===== config.mk =====
export PLATFORM = sky130hd
export DESIGN_NAME = strap_latch_and_pin_function_mux
export DESIGN_NICKNAME = d
export VERILOG_FILES = /design/src/core/strap_mux_pkg.sv /design/src/core/strap_latch_and_pin_function_mux.sv
export VERILOG_INCLUDE_DIRS = /design/src /design/src/core
export SDC_FILE = /design/constraint.sdc
export NUM_CORES = 1
export LEC_CHECK = 0
export BUFFER_PORTS_ARGS = -buffer_cell sky130_fd_sc_hd__buf_4
export CORE_MARGIN = 2
export CORE_UTILIZATION = 45
export CTS_CLUSTER_SIZE = 8
export DETAILED_ROUTE_END_ITERATION = 8
export GPL_TIMING_DRIVEN = 0
export PLACE_DENSITY = 0.68
export SETUP_SLACK_MARGIN = 0.1
export SLEW_MARGIN = 15
export SYNTH_ARGS = -nofsm -noshare
export SYNTH_HDL_FRONTEND = slang
export SYNTH_SLANG_ARGS = --single-unit

===== constraint.sdc =====
create_clock -name clk -period 3.99 [get_ports clk]
set_clock_uncertainty 0.05 [all_clocks]
set_input_delay 0.399 -clock clk [delete_from_list [all_inputs] [get_ports clk]]
set_output_delay 0.399 -clock clk [all_outputs]
set_load 0.01 [all_outputs]

===== src/core/strap_mux_consts.svh =====
// Constants for the strap latch and programmable pin function mux.
// Assumes strap levels are already resolved to codes by the analog front end.
// Behaviour
// - Sample straps during reset, hold after release
// - Plus-line strap high means D+ disabled
// - Minus-line strap high means D- disabled
// - Port disabled only when both straps high
// - Disabled USB 2.0 port disables USB 3.0
// - Fixed-port strap level decodes to 0,1,2,3,4,6
// - Fixed ports marked lowest-numbered first
// - Charging strap level decodes to 0,1,2,3,4,6
// - Charging ports get both DCP and CDP
// - 29 pins 3..31 default from map strap
// - Map strap codes select configuration one or two
// - Shared defaults for pins 3-5, 18, 20-25, 30-31
// - Configuration one specific pin defaults
// - Pin 29 has no default function
// - Mux writes override strap default function
// - Overrides accepted in config stage and OTP
// - Overrides accepted at runtime after enumeration
`ifndef STRAP_MUX_CONSTS_SVH
`define STRAP_MUX_CONSTS_SVH
// ----------------------------------------
// Geometry
// ----------------------------------------
`define NUM_PORTS 6
`define PIN_FIRST 3
`define PIN_LAST 31
`define FUNC_W 6
// ----------------------------------------
// Resistor level codes (ascending)
// ----------------------------------------
`define LVL_WEAK_DOWN 3'h0
`define LVL_WEAK_UP 3'h1
`define LVL_MED_DOWN 3'h2
`define LVL_MED_UP 3'h3
`define LVL_STRONG_DOWN 3'h4
`define LVL_STRONG_UP 3'h5
// ----------------------------------------
// Port masks per level
// ----------------------------------------
`define MASK_L0 6'h00
`define MASK_L1 6'h01
`define MASK_L2 6'h03
`define MASK_L3 6'h07
`define MASK_L4 6'h0F
`define MASK_L5 6'h3F
// ----------------------------------------
// Function codes
// ----------------------------------------
`define FN_NONE 6'h00
`define FN_CONN_SUPPLY_SWITCH_B 6'h01
`define FN_CONN_SUPPLY_SWITCH_A 6'h02
`define FN_PORT_DISCHARGE_CONTROL 6'h03
`define FN_GENERAL_IO_70 6'h04
`define FN_GENERAL_IO_71 6'h05
`define FN_GENERAL_IO_72 6'h06
`define FN_GENERAL_IO_73 6'h07
`define FN_PORT2_POWER_CTL_SUPERSPEED 6'h08
`define FN_PORT3_POWER_CTL_SUPERSPEED 6'h09
`define FN_PORT4_POWER_CTL_SUPERSPEED 6'h0A
`define FN_PORT4_POWER_CTL 6'h0B
`define FN_PORT3_POWER_CTL 6'h0C
`define FN_PORT2_POWER_CTL 6'h0D
`define FN_PORT5_POWER_CTL 6'h0E
`define FN_PORT1_POWER_CTL 6'h0F
`define FN_ALERT_INPUT_ZERO 6'h10
`define FN_FLASH_SELECT_N 6'h11
`define FN_FLASH_CLOCK 6'h12
`define FN_FLASH_DATA0 6'h13
`define FN_FLASH_DATA1 6'h14
`define FN_FLASH_DATA2 6'h15
`define FN_FLASH_DATA3 6'h16
`define FN_TWOWIRE_TARGET_CLOCK 6'h17
`define FN_TWOWIRE_TARGET_DATA 6'h18
`define FN_PORT6_POWER_CTL 6'h19
`define FN_TWOWIRE_BRIDGE_CLOCK 6'h1A
`define FN_TWOWIRE_BRIDGE_DATA 6'h1B
`define FN_MICROPHONE_DETECT 6'h1C
`define FN_AUDIO_SERIAL_IN 6'h1D
`define FN_AUDIO_MASTER_CLOCK 6'h1E
`define FN_AUDIO_SERIAL_OUT 6'h1F
`define FN_AUDIO_BIT_CLOCK 6'h20
`define FN_AUDIO_WORD_SELECT 6'h21
`endif


===== src/core/strap_mux_pkg.sv =====
// Types for the strap latch and pin function mux.
// Assumes the constants header is on the include path.
package strap_mux_pkg;
  typedef enum logic [1:0] {MAP_CONFIG_ONE, MAP_CONFIG_TWO, MAP_RESERVED} fmap_e;
  typedef enum logic [1:0] {OVR_NONE, OVR_CONFIG_STAGE, OVR_OTP, OVR_RUNTIME} ovr_src_e;
endpackage : strap_mux_pkg


===== src/core/strap_latch_and_pin_function_mux.sv =====
// Strap capture, strap decode and per-pin function selection with override.
// Assumes strap inputs are synchronous and already resolved to level codes.
`timescale 1ns/1ps
`include "strap_mux_consts.svh"
module strap_latch_and_pin_function_mux
  import strap_mux_pkg::*;
(
  // Clock and resets
  input wire logic clk,
  input wire logic arst_n,
  input wire logic chip_reset_n,
  // Strap levels
  input wire logic [5:0] port_plus_line_disable_strap,
  input wire logic [5:0] port_minus_line_disable_strap,
  input wire logic [2:0] fixed_port_count_strap,
  input wire logic [2:0] charging_port_count_strap,
  input wire logic [2:0] map_strap_1,
  input wire logic [2:0] map_strap_2,
  // Pin mux override port
  input wire logic ovr_wr,
  input wire logic [1:0] ovr_src,
  input wire logic [4:0] ovr_pin,
  input wire logic [5:0] ovr_func,
  input wire logic enumerated,
  // Decoded configuration
  output logic straps_valid,
  output logic [5:0] plus_line_disabled,
  output logic [5:0] minus_line_disabled,
  output logic [5:0] port_disabled,
  output logic [5:0] superspeed_disabled,
  output logic [5:0] port_fixed,
  output logic [5:0] dcp_enable,
  output logic [5:0] cdp_enable,
  output logic map_config_two,
  output logic map_reserved,
  output logic ovr_rejected,
  output logic [28*6+5:0] pin_func
);

  // ----------------------------------------
  // Strap capture
  // ----------------------------------------
  logic in_reset;
  logic [5:0] cap_plus;
  logic [5:0] cap_minus;
  logic [2:0] cap_fixed;
  logic [2:0] cap_chg;
  logic [2:0] cap_map1;
  logic [2:0] cap_map2;
  logic next_latched;
  logic latched;

  // External reset counts as reset just like power-on
  assign in_reset = !chip_reset_n;

  // track while reset
  // Captures follow the straps every cycle while reset is held, freeze after release
  always_ff @(posedge clk or negedge arst_n)
  begin
    if (!arst_n)
    begin
      cap_plus <= 6'h00;
      cap_minus <= 6'h00;
      cap_fixed <= `LVL_WEAK_DOWN;
      cap_chg <= `LVL_WEAK_DOWN;
      cap_map1 <= `LVL_WEAK_DOWN;
      cap_map2 <= `LVL_WEAK_DOWN;
    end
    else if (in_reset || !latched)
    begin
      cap_plus <= port_plus_line_disable_strap;
      cap_minus <= port_minus_line_disable_strap;
      cap_fixed <= fixed_port_count_strap;
      cap_chg <= charging_port_count_strap;
      cap_map1 <= map_strap_1;
      cap_map2 <= map_strap_2;
    end
  end

  // Latched goes high on the same edge as the first capture outside reset
  assign next_latched = !in_reset;

  always_ff @(posedge clk or negedge arst_n)
  begin
    if (!arst_n)
      latched <= 1'b0;
    else
      latched <= next_latched;
  end

  // ----------------------------------------
  // Decode
  // ----------------------------------------
  // Level code to low-first port mask; unknown codes read as no ports
  function automatic logic [5:0] level_mask(input logic [2:0] lvl);
    case (lvl)
      `LVL_WEAK_DOWN: level_mask = `MASK_L0;
      `LVL_WEAK_UP: level_mask = `MASK_L1;
      `LVL_MED_DOWN: level_mask = `MASK_L2;
      `LVL_MED_UP: level_mask = `MASK_L3;
      `LVL_STRONG_DOWN: level_mask = `MASK_L4;
      `LVL_STRONG_UP: level_mask = `MASK_L5;
      default: level_mask = `MASK_L0;
    endcase
  endfunction : level_mask

  logic [5:0] next_port_disabled;
  logic [5:0] chg_mask;
  fmap_e next_map;

  assign next_port_disabled = cap_plus & cap_minus;
  assign chg_mask = level_mask(cap_chg);

  // Reserved combinations fall back to configuration one for pin defaults
  always_comb
  begin
    next_map = MAP_RESERVED;
    if (cap_map2 == `LVL_WEAK_DOWN && cap_map1 == `LVL_WEAK_DOWN)
      next_map = MAP_CONFIG_ONE;
    else if (cap_map2 == `LVL_WEAK_DOWN && cap_map1 == `LVL_WEAK_UP)
      next_map = MAP_CONFIG_TWO;
  end

  // Outputs follow the captures every cycle, also while straps are live; straps_valid marks them frozen
  always_ff @(posedge clk or negedge arst_n)
  begin
    if (!arst_n)
    begin
      straps_valid <= 1'b0;
      plus_line_disabled <= 6'h00;
      minus_line_disabled <= 6'h00;
      port_disabled <= 6'h00;
      superspeed_disabled <= 6'h00;
      port_fixed <= 6'h00;
      dcp_enable <= 6'h00;
      cdp_enable <= 6'h00;
      map_config_two <= 1'b0;
      map_reserved <= 1'b0;
    end
    else
    begin
      straps_valid <= latched;
      plus_line_disabled <= cap_plus;
      minus_line_disabled <= cap_minus;
      port_disabled <= next_port_disabled;
      superspeed_disabled <= next_port_disabled;
      port_fixed <= level_mask(cap_fixed);
      dcp_enable <= chg_mask;
      cdp_enable <= chg_mask;
      map_config_two <= (next_map == MAP_CONFIG_TWO);
      map_reserved <= (next_map == MAP_RESERVED);
    end
  end

  // ----------------------------------------
  // Pin function table
  // ----------------------------------------
  // Default function for a pin index 3..31 under the chosen map
  function automatic logic [5:0] pin_default(input int pin, input logic two);
    logic [5:0] f;
    f = `FN_NONE;
    case (pin)
      3: f = `FN_CONN_SUPPLY_SWITCH_B;
      4: f = `FN_CONN_SUPPLY_SWITCH_A;
      5: f = `FN_PORT_DISCHARGE_CONTROL;
      6: f = `FN_GENERAL_IO_70;
      7: f = two ? `FN_MICROPHONE_DETECT : `FN_GENERAL_IO_71;
      8: f = `FN_GENERAL_IO_72;
      9: f = `FN_GENERAL_IO_73;
      10: f = two ? `FN_AUDIO_SERIAL_IN : `FN_PORT2_POWER_CTL_SUPERSPEED;
      11: f = two ? `FN_AUDIO_MASTER_CLOCK : `FN_PORT3_POWER_CTL_SUPERSPEED;
      12: f = `FN_PORT4_POWER_CTL_SUPERSPEED;
      13: f = `FN_PORT4_POWER_CTL;
      14: f = `FN_PORT3_POWER_CTL;
      15: f = `FN_PORT2_POWER_CTL;
      16: f = `FN_PORT5_POWER_CTL;
      17: f = `FN_PORT1_POWER_CTL;
      18: f = `FN_ALERT_INPUT_ZERO;
      19: f = two ? `FN_AUDIO_SERIAL_OUT : `FN_NONE;
      20: f = `FN_FLASH_SELECT_N;
      21: f = `FN_FLASH_CLOCK;
      22: f = `FN_FLASH_DATA0;
      23: f = `FN_FLASH_DATA1;
      24: f = `FN_FLASH_DATA2;
      25: f = `FN_FLASH_DATA3;
      26: f = two ? `FN_AUDIO_BIT_CLOCK : `FN_TWOWIRE_TARGET_CLOCK;
      27: f = two ? `FN_PORT6_POWER_CTL : `FN_TWOWIRE_TARGET_DATA;
      28: f = two ? `FN_AUDIO_WORD_SELECT : `FN_PORT6_POWER_CTL;
      29: f = `FN_NONE;
      30: f = `FN_TWOWIRE_BRIDGE_CLOCK;
      31: f = `FN_TWOWIRE_BRIDGE_DATA;
      default: f = `FN_NONE;
    endcase
    pin_default = f;
  endfunction : pin_default

  // ----------------------------------------
  // Override acceptance
  // ----------------------------------------
  logic src_ok;
  logic pin_ok;
  logic ovr_accept;

  // source gating
  // Runtime writes only count once the hub has enumerated
  always_comb
  begin
    case (ovr_src_e'(ovr_src))
      OVR_CONFIG_STAGE: src_ok = 1'b1;
      OVR_OTP: src_ok = 1'b1;
      OVR_RUNTIME: src_ok = enumerated;
      default: src_ok = 1'b0;
    endcase
  end

  assign pin_ok = (ovr_pin >= 5'(`PIN_FIRST)) && (ovr_pin <= 5'(`PIN_LAST));
  // Writes before straps freeze are dropped; defaults would overwrite them anyway
  assign ovr_accept = ovr_wr && src_ok && pin_ok && latched;

  // Flags a rejected write for one cycle
  always_ff @(posedge clk or negedge arst_n)
  begin
    if (!arst_n)
      ovr_rejected <= 1'b0;
    else
      ovr_rejected <= ovr_wr && !ovr_accept;
  end

  // ----------------------------------------
  // Per-pin function registers
  // ----------------------------------------
  logic map_two_sel;
  assign map_two_sel = (next_map == MAP_CONFIG_TWO);

  genvar gp;
  generate
    for (gp = `PIN_FIRST; gp <= `PIN_LAST; gp++)
    begin : g_pin
      // Defaults reload while straps are live; overrides win afterwards
      always_ff @(posedge clk or negedge arst_n)
      begin
        if (!arst_n)
          pin_func[(gp-`PIN_FIRST)*6 +: 6] <= `FN_NONE;
        else if (!latched)
          pin_func[(gp-`PIN_FIRST)*6 +: 6] <= pin_default(gp, map_two_sel);
        else if (ovr_accept && ovr_pin == 5'(gp))
          pin_func[(gp-`PIN_FIRST)*6 +: 6] <= ovr_func;
      end
    end
  endgenerate

endmodule : strap_latch_and_pin_function_mux


==> results.md, run 1 <==
* Maximum clock frequency at about 390 MHz
* Setup TNS at 0 ns
* RR Startpoint: latched$_DFF_PN0_
* Detailed-route vias per instance at ~5.5
* Vias in the first global route at 7671
* Total Routed Length at around 30000 um
* Placed instance area at about 12000 um2
* R2R Setup Slk at around 1.5 ns
* Synthesized cell area at slightly above 9000 um2
* Top FF cell, synth: dfrtp_1
* CP Launch Type: register
* CP max stage delay at roughly 0.8 ns
* Cell Chain, Critical Path: buf_2, nand3b_2, buf_2, nor4_1, clkbuf_1, nand3_1, o21ai_0
* I/O Pins at about 260
* Max Cap Viol at 0
* Placer congestion estimate at between 0.8 and 0.9
* CTS max path bufs at 3
* Worst vdd ir at 0.2718 mV
* Core area at about 20000 um2
* Worst Path Arrival at roughly 2.9 ns
* DR iter-0 viols at 560
* Netlist cell types at 42
* EDFF count, synth at 0
* Critical path depth at 7
* Worst-margin pin slew at ~0.93 ns
* Synth top area share at 0.6203
* Worst Setup SP: latched$_DFF_PN0_
* Post-synth top cells: 231 x dfrtp_1, 143 x nand2_1, 89 x o21ai_0
* Initial antenna violation count at 0
* Asr flop ratio synth at 1.000
* Synth warn at 0
* Relative slew slack at 0.3790
* Status: finished clean
* Syn Inst Count at between 800 and 900
* H-tree depth at 2
* DIE HEIGHT at 147.9 um
* Leakage power at roughly 5.6 nW
* Count of input and output buffers at roughly 260
* Post-Syn Area per Cell at 10.45 um2
* Reg2Reg Depth at 7
* Final ANT Viol Nets at 0
* Slew Viols, Final at 0
* Setup repair after global routing missed its margin: false
* Root Buffer: clkbuf_16
* Largest net degree at the start of global routing at 100
* Antenna cells at 0
* Reg clk slew, reported paths at 0.05 ns
* Critical path type: register to register
* Crit path capture type: register
* Layout Nets at approximately 1200
* Avg WL per Cell at just over 20 um
* Cell Pwr Density at 431.3 nW/um2
* First-pass GRT wire length at between 40000 and 50000 um
* DP Wirelength at roughly 21000 um
* CTS tree: yes
* Crit path time final at about 2.5 ns
* Fraction of layout cells with a size suffix above 1 at 0.3078
* Worst hold path class: primary input to register
* # rows at 52
* Synth area leaders: dfrtp_1 62%, nand2_1 5.8%, o21ai_0 4.8%, nand3_1 3.4%, nor3_1 3.1%
* Number of CTS-inserted buffers at 34
* Top-count cell post-synth: dfrtp_1
* Cell area after layout at ~13000 um2
* Finish-stage setup viols at 0
* Critical Path Fanout Max at 10
* Clock sink count at about 230
* Fill count at 1758
* Routed vias at a little under 8000
* Cell taking the most area after synthesis: dfrtp_1
* Worst path slowest cell: nor4_1
* Required time worst endpoint at 4.35 ns
* Sequential area share after synthesis at 0.6203
* Initial Utilization at 0.4591
* Remaining global-route overflow at 0
* Flop and latch count out of synthesis at roughly 230
* Area Growth Syn to Fin at 34.67%
* Chip width at between 100 and 150 um
* Drt drc at 0
* Syn_nets at roughly 940
* Fin crit share at 0.6365
* Kind of cell adding the most delay to the critical path: simple AND/OR/NAND/NOR gates
* Crit path capture: pin_func[5]$_DFFE_PN0P_
* Clock Latency Late Sink at between 0.4 and 0.5 ns
* Drt pass-1 iters at 5
* FF-to-FF End: pin_func[5]$_DFFE_PN0P_
* Most common cell on crit path: buf_2
* Final Hold Fails at 0
* GRT Util Overall at 0.2681
* Crit path buf inv count at 3
* Die ar. at 21880 um2
-- final cells by class --
class | instances | area, um2 | share of cell area
inverters | 8 | 30.03 | 0.002393
repair buffers | 260 | 2004 | 0.1597
plain buffers | 98 | 455.4 | 0.03629
multi-input cells | 555 | 3053 | 0.2433
clock buffers | 36 | 879.6 | 0.07009
clock inverters | 1 | 8.758 | 0.0006979
flip-flops and latches | 231 | 5781 | 0.4606
well taps | 270 | 337.8 | 0.02692
-- timing repair --
action                                 CTS  global route
gates resized for setup                  0             0
buffers inserted                         0             0
endpoints found under the hold margin   41             0
hold buffers                             2             0
-- placed cells by master (no fill, tap or decap), types with 2 or more instances in the layout --
cell type / synthesis / final
ha_1: 3 / 3
buf_2: 25 / 25
nand3b_1: 3 / 3
buf_4: 15 / 270
nor3_1: 58 / 58
o31ai_1: 4 / 4
a21oi_1: 56 / 56
nor2_1: 26 / 26
dfrtp_1: 231 / 231
nand3_1: 63 / 63
o22ai_1: 2 / 2
nand2b_1: 2 / 2
o21ai_0: 89 / 89
or3b_2: 2 / 2
clkbuf_1: 57 / 58
dlygate4sd3_1: 0 / 2
nor4_4: 2 / 2
nand2_1: 143 / 143
nor4_1: 22 / 22
mux2_2: 22 / 22
or4_1: 5 / 5
mux2i_1: 23 / 23
and2_1: 7 / 7
clkbuf_16: 0 / 35
buf_16: 0 / 2
nor4_2: 3 / 3
a311o_1: 5 / 5
inv_1: 7 / 7
-- cell families after synthesis --
kind of cell	after synthesis	share of synthesized area
adders and majority gates	3	0.004028
xor gates and xnor gates	1	0.0009400
and+or+nand+nor	343	0.1768
muxes	45	0.05129
AOI/OAI and AO/OA	163	0.09452
DFF	231	0.6203
buffers and inverters	106	0.05209
-- layer usage --
| layer | routed length [um] | GRT usage | part of all wire |
|---|---|---|---|
| met1 | 12390 | 0.3811 | 0.42 |
| met2 | 13980 | 0.4251 | 0.47 |
| met3 | 2259 | 0.04753 | 0.077 |
| met4 | 824 | 0.08190 | 0.028 |
| met5 | 0 | 0 | 0 |
-- tightest hold or removal path, cell delays in order --
cell,delay (ns)
buf_4,0.08
nand2_1,0.03
o21ai_0,0.07
-- per-stage QoR --
| stage | hold slack (ns) | utilization | power (mW) | std cells | setup WS [ns] |
|---|---|---|---|---|---|
| floorplan | 0.05341 | - | 2.695 | 892 | 1.930 |
| global placement | 0.3023 | 0.5704 | 2.945 | 1418 | 0.6961 |
| detailed placement | 0.2645 | 0.5735 | 2.963 | 1420 | 1.277 |
| CTS | 0.07986 | 0.6182 | 5.444 | 1459 | 1.527 |
| global route | 0.08169 | 0.6182 | 5.589 | 1459 | 1.280 |
| finish | 0.08426 | 0.6182 | 5.412 | 1459 | 1.450 |
-- power by group --
group	switching (mW)	leakage [nW]	total (mW)	internal, mW
registers	0.0398	2.78	2.46	2.42
logic	0.286	2.36	0.471	0.185
clock network	0.948	0.437	2.48	1.54
-- how the worst min path moves through the flow --
stage | slack, ns | cells past startpoint | startpoint | endpoint
finish | 0.08 | 3 | charging_port_count_strap[2] | cap_chg[2]$_DFFE_PN0P_
global route | 0.08 | 2 | map_strap_1[2] | cap_map1[2]$_DFFE_PN0P_
CTS | 0.08 | 2 | port_plus_line_disable_strap[3] | cap_plus[3]$_DFFE_PN0P_
detailed placement | 0.26 | 1 | arst_n | cap_minus[2]$_DFFE_PN0P_
global placement | 0.30 | 0 | latched$_DFF_PN0_ | straps_valid$_DFF_PN0_
floorplan | 0.05 | 0 | arst_n | cap_chg[0]$_DFFE_PN0P_
-- sequential cells by signal, summed over array words and instances (netlist names) --
register,cells
cdp_enable,5
port_fixed,5
cap_minus,6
minus_line_disabled,6
straps_valid,1
cap_plus,6
plus_line_disabled,6
cap_map1,3
cap_chg,3
cap_fixed,3
pin_func,174
latched,1
map_reserved,1
cap_map2,3
superspeed_disabled,6
map_config_two,1
ovr_rejected,1
Power figures use the tool's default switching activity.
==> run 2, diff against run 1 <==
--- a/config.mk
+++ b/config.mk
@@ -12,7 +12,7 @@
 export CTS_CLUSTER_SIZE = 8
 export DETAILED_ROUTE_END_ITERATION = 8
 export GPL_TIMING_DRIVEN = 0
-export PLACE_DENSITY = 0.68
+export PLACE_DENSITY = 0.71
 export SETUP_SLACK_MARGIN = 0.1
 export SLEW_MARGIN = 15
 export SYNTH_ARGS = -nofsm -noshare
==> constraint.sdc (replaced) <==
create_clock -name clk -period 2.25 [get_ports clk]
set_clock_uncertainty 0.05 [all_clocks]
set_input_delay 0.225 -clock clk [delete_from_list [all_inputs] [get_ports clk]]
set_output_delay 0.225 -clock clk [all_outputs]
set_load 0.01 [all_outputs]
==> run 2 against run 1 <==
  * Via count increased by 1.3%
  * Cell area increased by 4.0%
  * Clock power increased by 78%
  * Die area unchanged
  * Worst hold slack got worse by 0.022 ns
  * Cell count increased by 1.7%
  * Critical path type unchanged
  * Critical endpoint is now pin_func[162]$_DFFE_PN0P_
  * Largest cell class unchanged
  * Highest routed layer unchanged
==> results.md, run 2 (synthesized netlist as in run 1, its figures left out) <==
* Critical Path Fanout Max at 10
* Count of input and output buffers at 256
* RR Startpoint: latched$_DFF_PN0_
* Root Buffer: clkbuf_16
* CP Launch Type: register
* Reg clk slew, reported paths at ~0.050 ns
* Avg WL per Cell at 20.17 um
* Min-Delay Startpoint: ovr_func[4]
* Chip width at roughly 150 um
* First-pass GRT wire length at 45700 um
* Multi-input logic area at 3274 um2
* Clock Latency Late Sink at ~0.49 ns
* Final Hold Fails at 0
* Slew Viols, Final at 0
* Antenna cells at 0
* Cell Pwr Density at ~740 nW/um2
* Reg2Reg Depth at 7
* Most flops, register: pin_func
* Total Routed Length at ~30000 um
* Critical path type: register to register
* WHS Endpoint: pin_func[46]$_DFFE_PN0P_
* Number of flip-flops under the largest register name at around 170
* Crit path time final at between 2 and 2.5 ns
* DP Wirelength at 20660 um
* Die ar. at around 22000 um2
* CTS tree: yes
* Clock sink count at roughly 230
* Worst vdd ir at between 0.4 and 0.5 mV
* Vias in the first global route at between 7000 and 8000
* R2R Setup Slk at approximately 0.090 ns
* Detailed-route vias per instance at 5.427
* Commonest non-fill, non-tap cell in the layout: buf_4
* Maximum clock frequency at around 460 MHz
* GRT Util Overall at 0.2725
* Worst Path Arrival at about 2.5 ns
* H-tree depth at 2
* Worst-margin pin slew at between 0.8 and 0.9 ns
* Drt drc at 0
* Placed instance area at between 10000 and 15000 um2
* Max Cap Viol at 0
* I/O Pins at between 200 and 300
* Crit path capture type: register
* Layout Nets at roughly 1300
* Worst path slowest cell: nor4_1
* Number of CTS-inserted buffers at 34
* Commonest non-fill, non-tap cells in the layout: 271 x buf_4, 231 x dfrtp_1, 143 x nand2_1
* Final ANT Viol Nets at 0
* Routed vias at between 8000 and 9000
* # rows at 52
* Fill count at 1641
* Fin crit share at 0.9601
* Most common cell on crit path: buf_2
* Initial antenna violation count at 0
* Drt pass-1 iters at 5
* Setup repair after global routing missed its margin: true
* Placer congestion estimate at approximately 0.89
* Fraction of layout cells with a size suffix above 1 at 0.3278
* Cell area after layout at roughly 13000 um2
* Finish-stage setup viols at 0
* Power Total at about 9.7 mW
* CTS max path bufs at 3
* CP max stage delay at roughly 0.43 ns
* DR iter-0 viols at between 400 and 500
* Hold path cells at 4
* Area Growth Syn to Fin at 40.09%
* Register area at about 5800 um2
* DP Cell Count at ~1400
* Relative slew slack at 0.4229
* FF-to-FF End: pin_func[162]$_DFFE_PN0P_
* Cell Chain, Critical Path: buf_2, nand3b_2, buf_2, nor4_1, clkbuf_2, nand3_1, o21ai_0
* Initial Utilization at 0.4591
* Status: finished clean
* DIE HEIGHT at approximately 150 um
* Required time worst endpoint at between 2 and 3 ns
* Largest net degree at the start of global routing at ~100
* Leakage power at between 5 and 6 nW
* Worst hold path class: primary input to register
* Post-Layout Cell Count at ~1500
* Remaining global-route overflow at 0
* Core area at 20300 um2
==> run 2: routing by layer <==
metal / GRT usage / wire (um)
met2: 0.4244 / 14030
met3: 0.05926 / 2041
met5: 0 / 0
met1: 0.3786 / 12750
met4: 0.1019 / 1116
==> run 2: worst max-delay path, delay by kind of cell (launching register included) <==
kind | cells | cell delay [ns]
flops | 1 | 0.33
buf+inv | 3 | 0.82
compound gates | 1 | 0.13
simple gates | 3 | 0.74
==> run 2: layout make-up <==
| class | instances | area share |
|---|---|---|
| clock inverter | 1 | 0.0006709 |
| clock buffer | 36 | 0.06738 |
| tap | 270 | 0.02588 |
| sequential | 231 | 0.4428 |
| multi-input combinational | 555 | 0.2508 |
| inverter | 8 | 0.002300 |
| buffer | 98 | 0.03747 |
| timing repair buffer | 285 | 0.1727 |
==> run 2: worst max path at each step <==
stage | start | endpoint | slack, ns | cells after the start
after detailed placement | ovr_src[0] | pin_func[159]$_DFFE_PN0P_ | -0.29 | 9
after floorplan | ovr_src[0] | pin_func[3]$_DFFE_PN0P_ | 0.36 | 8
after global placement | arst_n | pin_func[33]$_DFFE_PN0P_ | -0.85 | 1
final | latched$_DFF_PN0_ | pin_func[162]$_DFFE_PN0P_ | 0.09 | 7
after global routing | latched$_DFF_PN0_ | pin_func[160]$_DFFE_PN0P_ | -0.05 | 7
after CTS | latched$_DFF_PN0_ | pin_func[62]$_DFFE_PN0P_ | 0.1 | 7
==> run 2: where the power goes <==
group / leakage [nW] / switching (mW) / internal, mW
Sequential: 2.78 / 0.0744 / 4.29
Combinational: 2.53 / 0.544 / 0.361
Clock: 0.437 / 1.69 / 2.72
Total: 5.75 / 2.31 / 7.37
==> run 2: stage by stage <==
step / hold slack [ns] / utilization / worst slack (ns) / TNS [ns]
after detailed placement: 0.1426 / 0.5735 / -0.2872 / -8.520
final: 0.06223 / 0.6431 / 0.08978 / 0
after floorplan: -0.1206 / - / 0.3639 / 0
after CTS: 0.06114 / 0.6352 / 0.09669 / 0
after global routing: 0.1058 / 0.6431 / -0.05102 / -0.1429
after global placement: 0.2931 / 0.5704 / -0.8531 / -198.34
==> run 2: what timing repair did <==
| action | CTS | global route |
|---|---|---|
| buffers inserted | 0 | 0 |
| gates cloned | 0 | 0 |
| resized for setup | 19 | 39 |
| pin swaps | 0 | 1 |
| hold buffers | 27 | 0 |
| endpoints found under the setup margin | 75 | 110 |
| hold endpoints to repair | 87 | 0 |
==> run 3, diff against run 2 <==
--- a/config.mk
+++ b/config.mk
@@ -13,6 +13,7 @@
 export DETAILED_ROUTE_END_ITERATION = 8
 export GPL_TIMING_DRIVEN = 0
 export PLACE_DENSITY = 0.71
+export RECOVER_POWER = 25
 export SETUP_SLACK_MARGIN = 0.1
 export SLEW_MARGIN = 15
 export SYNTH_ARGS = -nofsm -noshare
==> run 3 against run 2 <==
  * Register-to-register slack hardly changed
  * First-iteration DRC count rose by 14%
  * Count of clock-buffer cells in the layout unchanged
  * Sequential share of layout area increased by 0.62 points
  * Global-route usage unchanged
  * Non-clock buffer count unchanged
  * Total power is 0.48% lower
  * Critical path depth did not move
  * Worst hold slack worse by 0.0016 ns
  * Combinational power fell by 4.1%
==> results.md, run 3 (synthesized netlist as in run 1, its figures left out) <==
* Status: finished clean
* Count of input and output buffers at between 200 and 300
* H-tree depth at 2
* Crit path time final at 2.175 ns
* Avg WL per Cell at slightly above 20 um
* Detailed-route vias per instance at approximately 5.4
* Initial antenna violation count at 0
* FF-to-FF End: pin_func[5]$_DFFE_PN0P_
* Reg clk slew, reported paths at approximately 0.050 ns
* Final hold slack at between 0.06 and 0.07 ns
* Most flops, register: pin_func
* Worst vdd ir at about 0.47 mV
* Placer congestion estimate at a little under 0.9
* Drt pass-1 iters at 7
* Number of CTS-inserted buffers at 34
* Routed vias at slightly above 8000
* Largest net degree at the start of global routing at ~100
* Chip width at 147.9 um
* CP Launch Type: register
* GRT Util Overall at 0.2725
* Root Buffer: clkbuf_16
* Worst Path Arrival at roughly 2.5 ns
* Critical path type: register to register
* Vias in the first global route at roughly 7700
* Drt drc at 0
* Worst-margin pin slew at around 0.96 ns
* Commonest non-fill, non-tap cell in the layout: dfrtp_1
* Final Hold Fails at 0
* DR iter-0 viols at 568
* Clock Latency Late Sink at around 0.49 ns
* Initial Utilization at 0.4591
* Min-Delay Startpoint: ovr_func[4]
* Reg2Reg Depth at 7
* Cell Pwr Density at approximately 750 nW/um2
* Number of flip-flops under the largest register name at approximately 170
* CTS max path bufs at 3
* Max Cap Viol at 0
* Core area at ~20000 um2
* Critical Path Fanout Max at 10
* Power Total at 9.633 mW
* RR Startpoint: latched$_DFF_PN0_
* Final core utilization at 0.6342
* Fin crit share at 0.9666
* Maximum clock frequency at approximately 460 MHz
* I/O Pins at roughly 260
* Final ANT Viol Nets at 0
* Worst Setup SP: latched$_DFF_PN0_
* Total Routed Length at roughly 30000 um
* # rows at 52
* Hold path cells at 4
* Setup repair after global routing missed its margin: true
* Worst hold path class: primary input to register
* DP Cell Count at about 1400
* Fraction of layout cells with a size suffix above 1 at 0.2916
* Leakage power at approximately 5.6 nW
* Post-Layout Cell Count at about 1500
* CTS tree: yes
* Area Growth Syn to Fin at 38.14%
* Required time worst endpoint at 2.62 ns
* Layout Nets at about 1300
* R2R Setup Slk at approximately 0.075 ns
* Antenna cells at 0
* Crit path capture type: register
* Relative slew slack at 0.3633
* DIE HEIGHT at 147.9 um
* Commonest non-fill, non-tap cells in the layout: 231 x dfrtp_1, 226 x buf_4, 143 x nand2_1
* First-pass GRT wire length at about 46000 um
* Remaining global-route overflow at 0
* Clock sink count at around 230
* Die ar. at around 22000 um2
* Slew Viols, Final at 0
* DP Wirelength at around 21000 um
* WHS Endpoint: pin_func[46]$_DFFE_PN0P_
* Finish-stage setup viols at 0
-- run 3: cell types whose count changed in the layout (fill, tap and decap cells not counted) --
cell | before | now
and2_0 | 0 | 4
and2_1 | 7 | 3
buf_16 | 2 | 1
buf_4 | 271 | 226
buf_6 | 0 | 1
clkbuf_1 | 49 | 93
clkbuf_4 | 8 | 9
-- run 3: cell type report --
class,instances,area [um2]
fillers,1691,7426
flip-flops and latches,231,5781
multi-input cells,555,3274
repair buffers,285,2073
clock buffers,36,879.6
plain buffers,98,489.2
well taps,270,337.8
inverters,8,30.03
clock inverters,1,8.758
-- run 3: what timing repair did --
action / CTS / global route
pin swaps: 0 / 1
setup buffers: 0 / 0
setup endpoints to repair: 75 / 110
endpoints found under the hold margin: 87 / 0
hold buffers: 27 / 0
gates resized for setup: 19 / 39
-- run 3: how the worst max path moves through the flow --
stage / depth (start not counted) / slack [ns] / endpoint
floorplan: 8 / 0.36 / pin_func[3]$_DFFE_PN0P_
global placement: 1 / -0.85 / pin_func[33]$_DFFE_PN0P_
detailed placement: 9 / -0.29 / pin_func[159]$_DFFE_PN0P_
CTS: 7 / 0.1 / pin_func[62]$_DFFE_PN0P_
global route: 7 / -0.05 / pin_func[160]$_DFFE_PN0P_
finish: 7 / 0.08 / pin_func[5]$_DFFE_PN0P_
-- run 3: report_power, final --
part	total, mW	internal (mW)	switching [mW]
logic	0.868	0.324	0.544
registers	4.36	4.29	0.0739
clock network	4.40	2.72	1.68
total	9.63	7.34	2.30
-- run 3: worst max-delay path: stages (launching register included) --
cell	delay [ns]
dfrtp_1	0.33
buf_2	0.22
nand3b_2	0.19
buf_2	0.26
nor4_2	0.52
clkbuf_2	0.31
nand3_1	0.10
o21ai_0	0.11
-- run 3: per-stage QoR --
step	setup slack, ns	TNS [ns]	cell area [um2]
final	0.07509	0	12870
after global routing	-0.05102	-0.1429	12870
after CTS	0.09669	0	12890
after detailed placement	-0.2872	-8.520	11640
after global placement	-0.8531	-198.34	11580
after floorplan	0.3639	0	9319
-- run 3: routing by layer --
layer | track usage | part of all wire | up-vias
li1 | - | - | 3694
met3 | 0.05926 | 0.076 | 70
met1 | 0.3786 | 0.42 | 3980
met5 | 0 | 0 | -
met4 | 0.1019 | 0.037 | 0
met2 | 0.4244 | 0.47 | 320
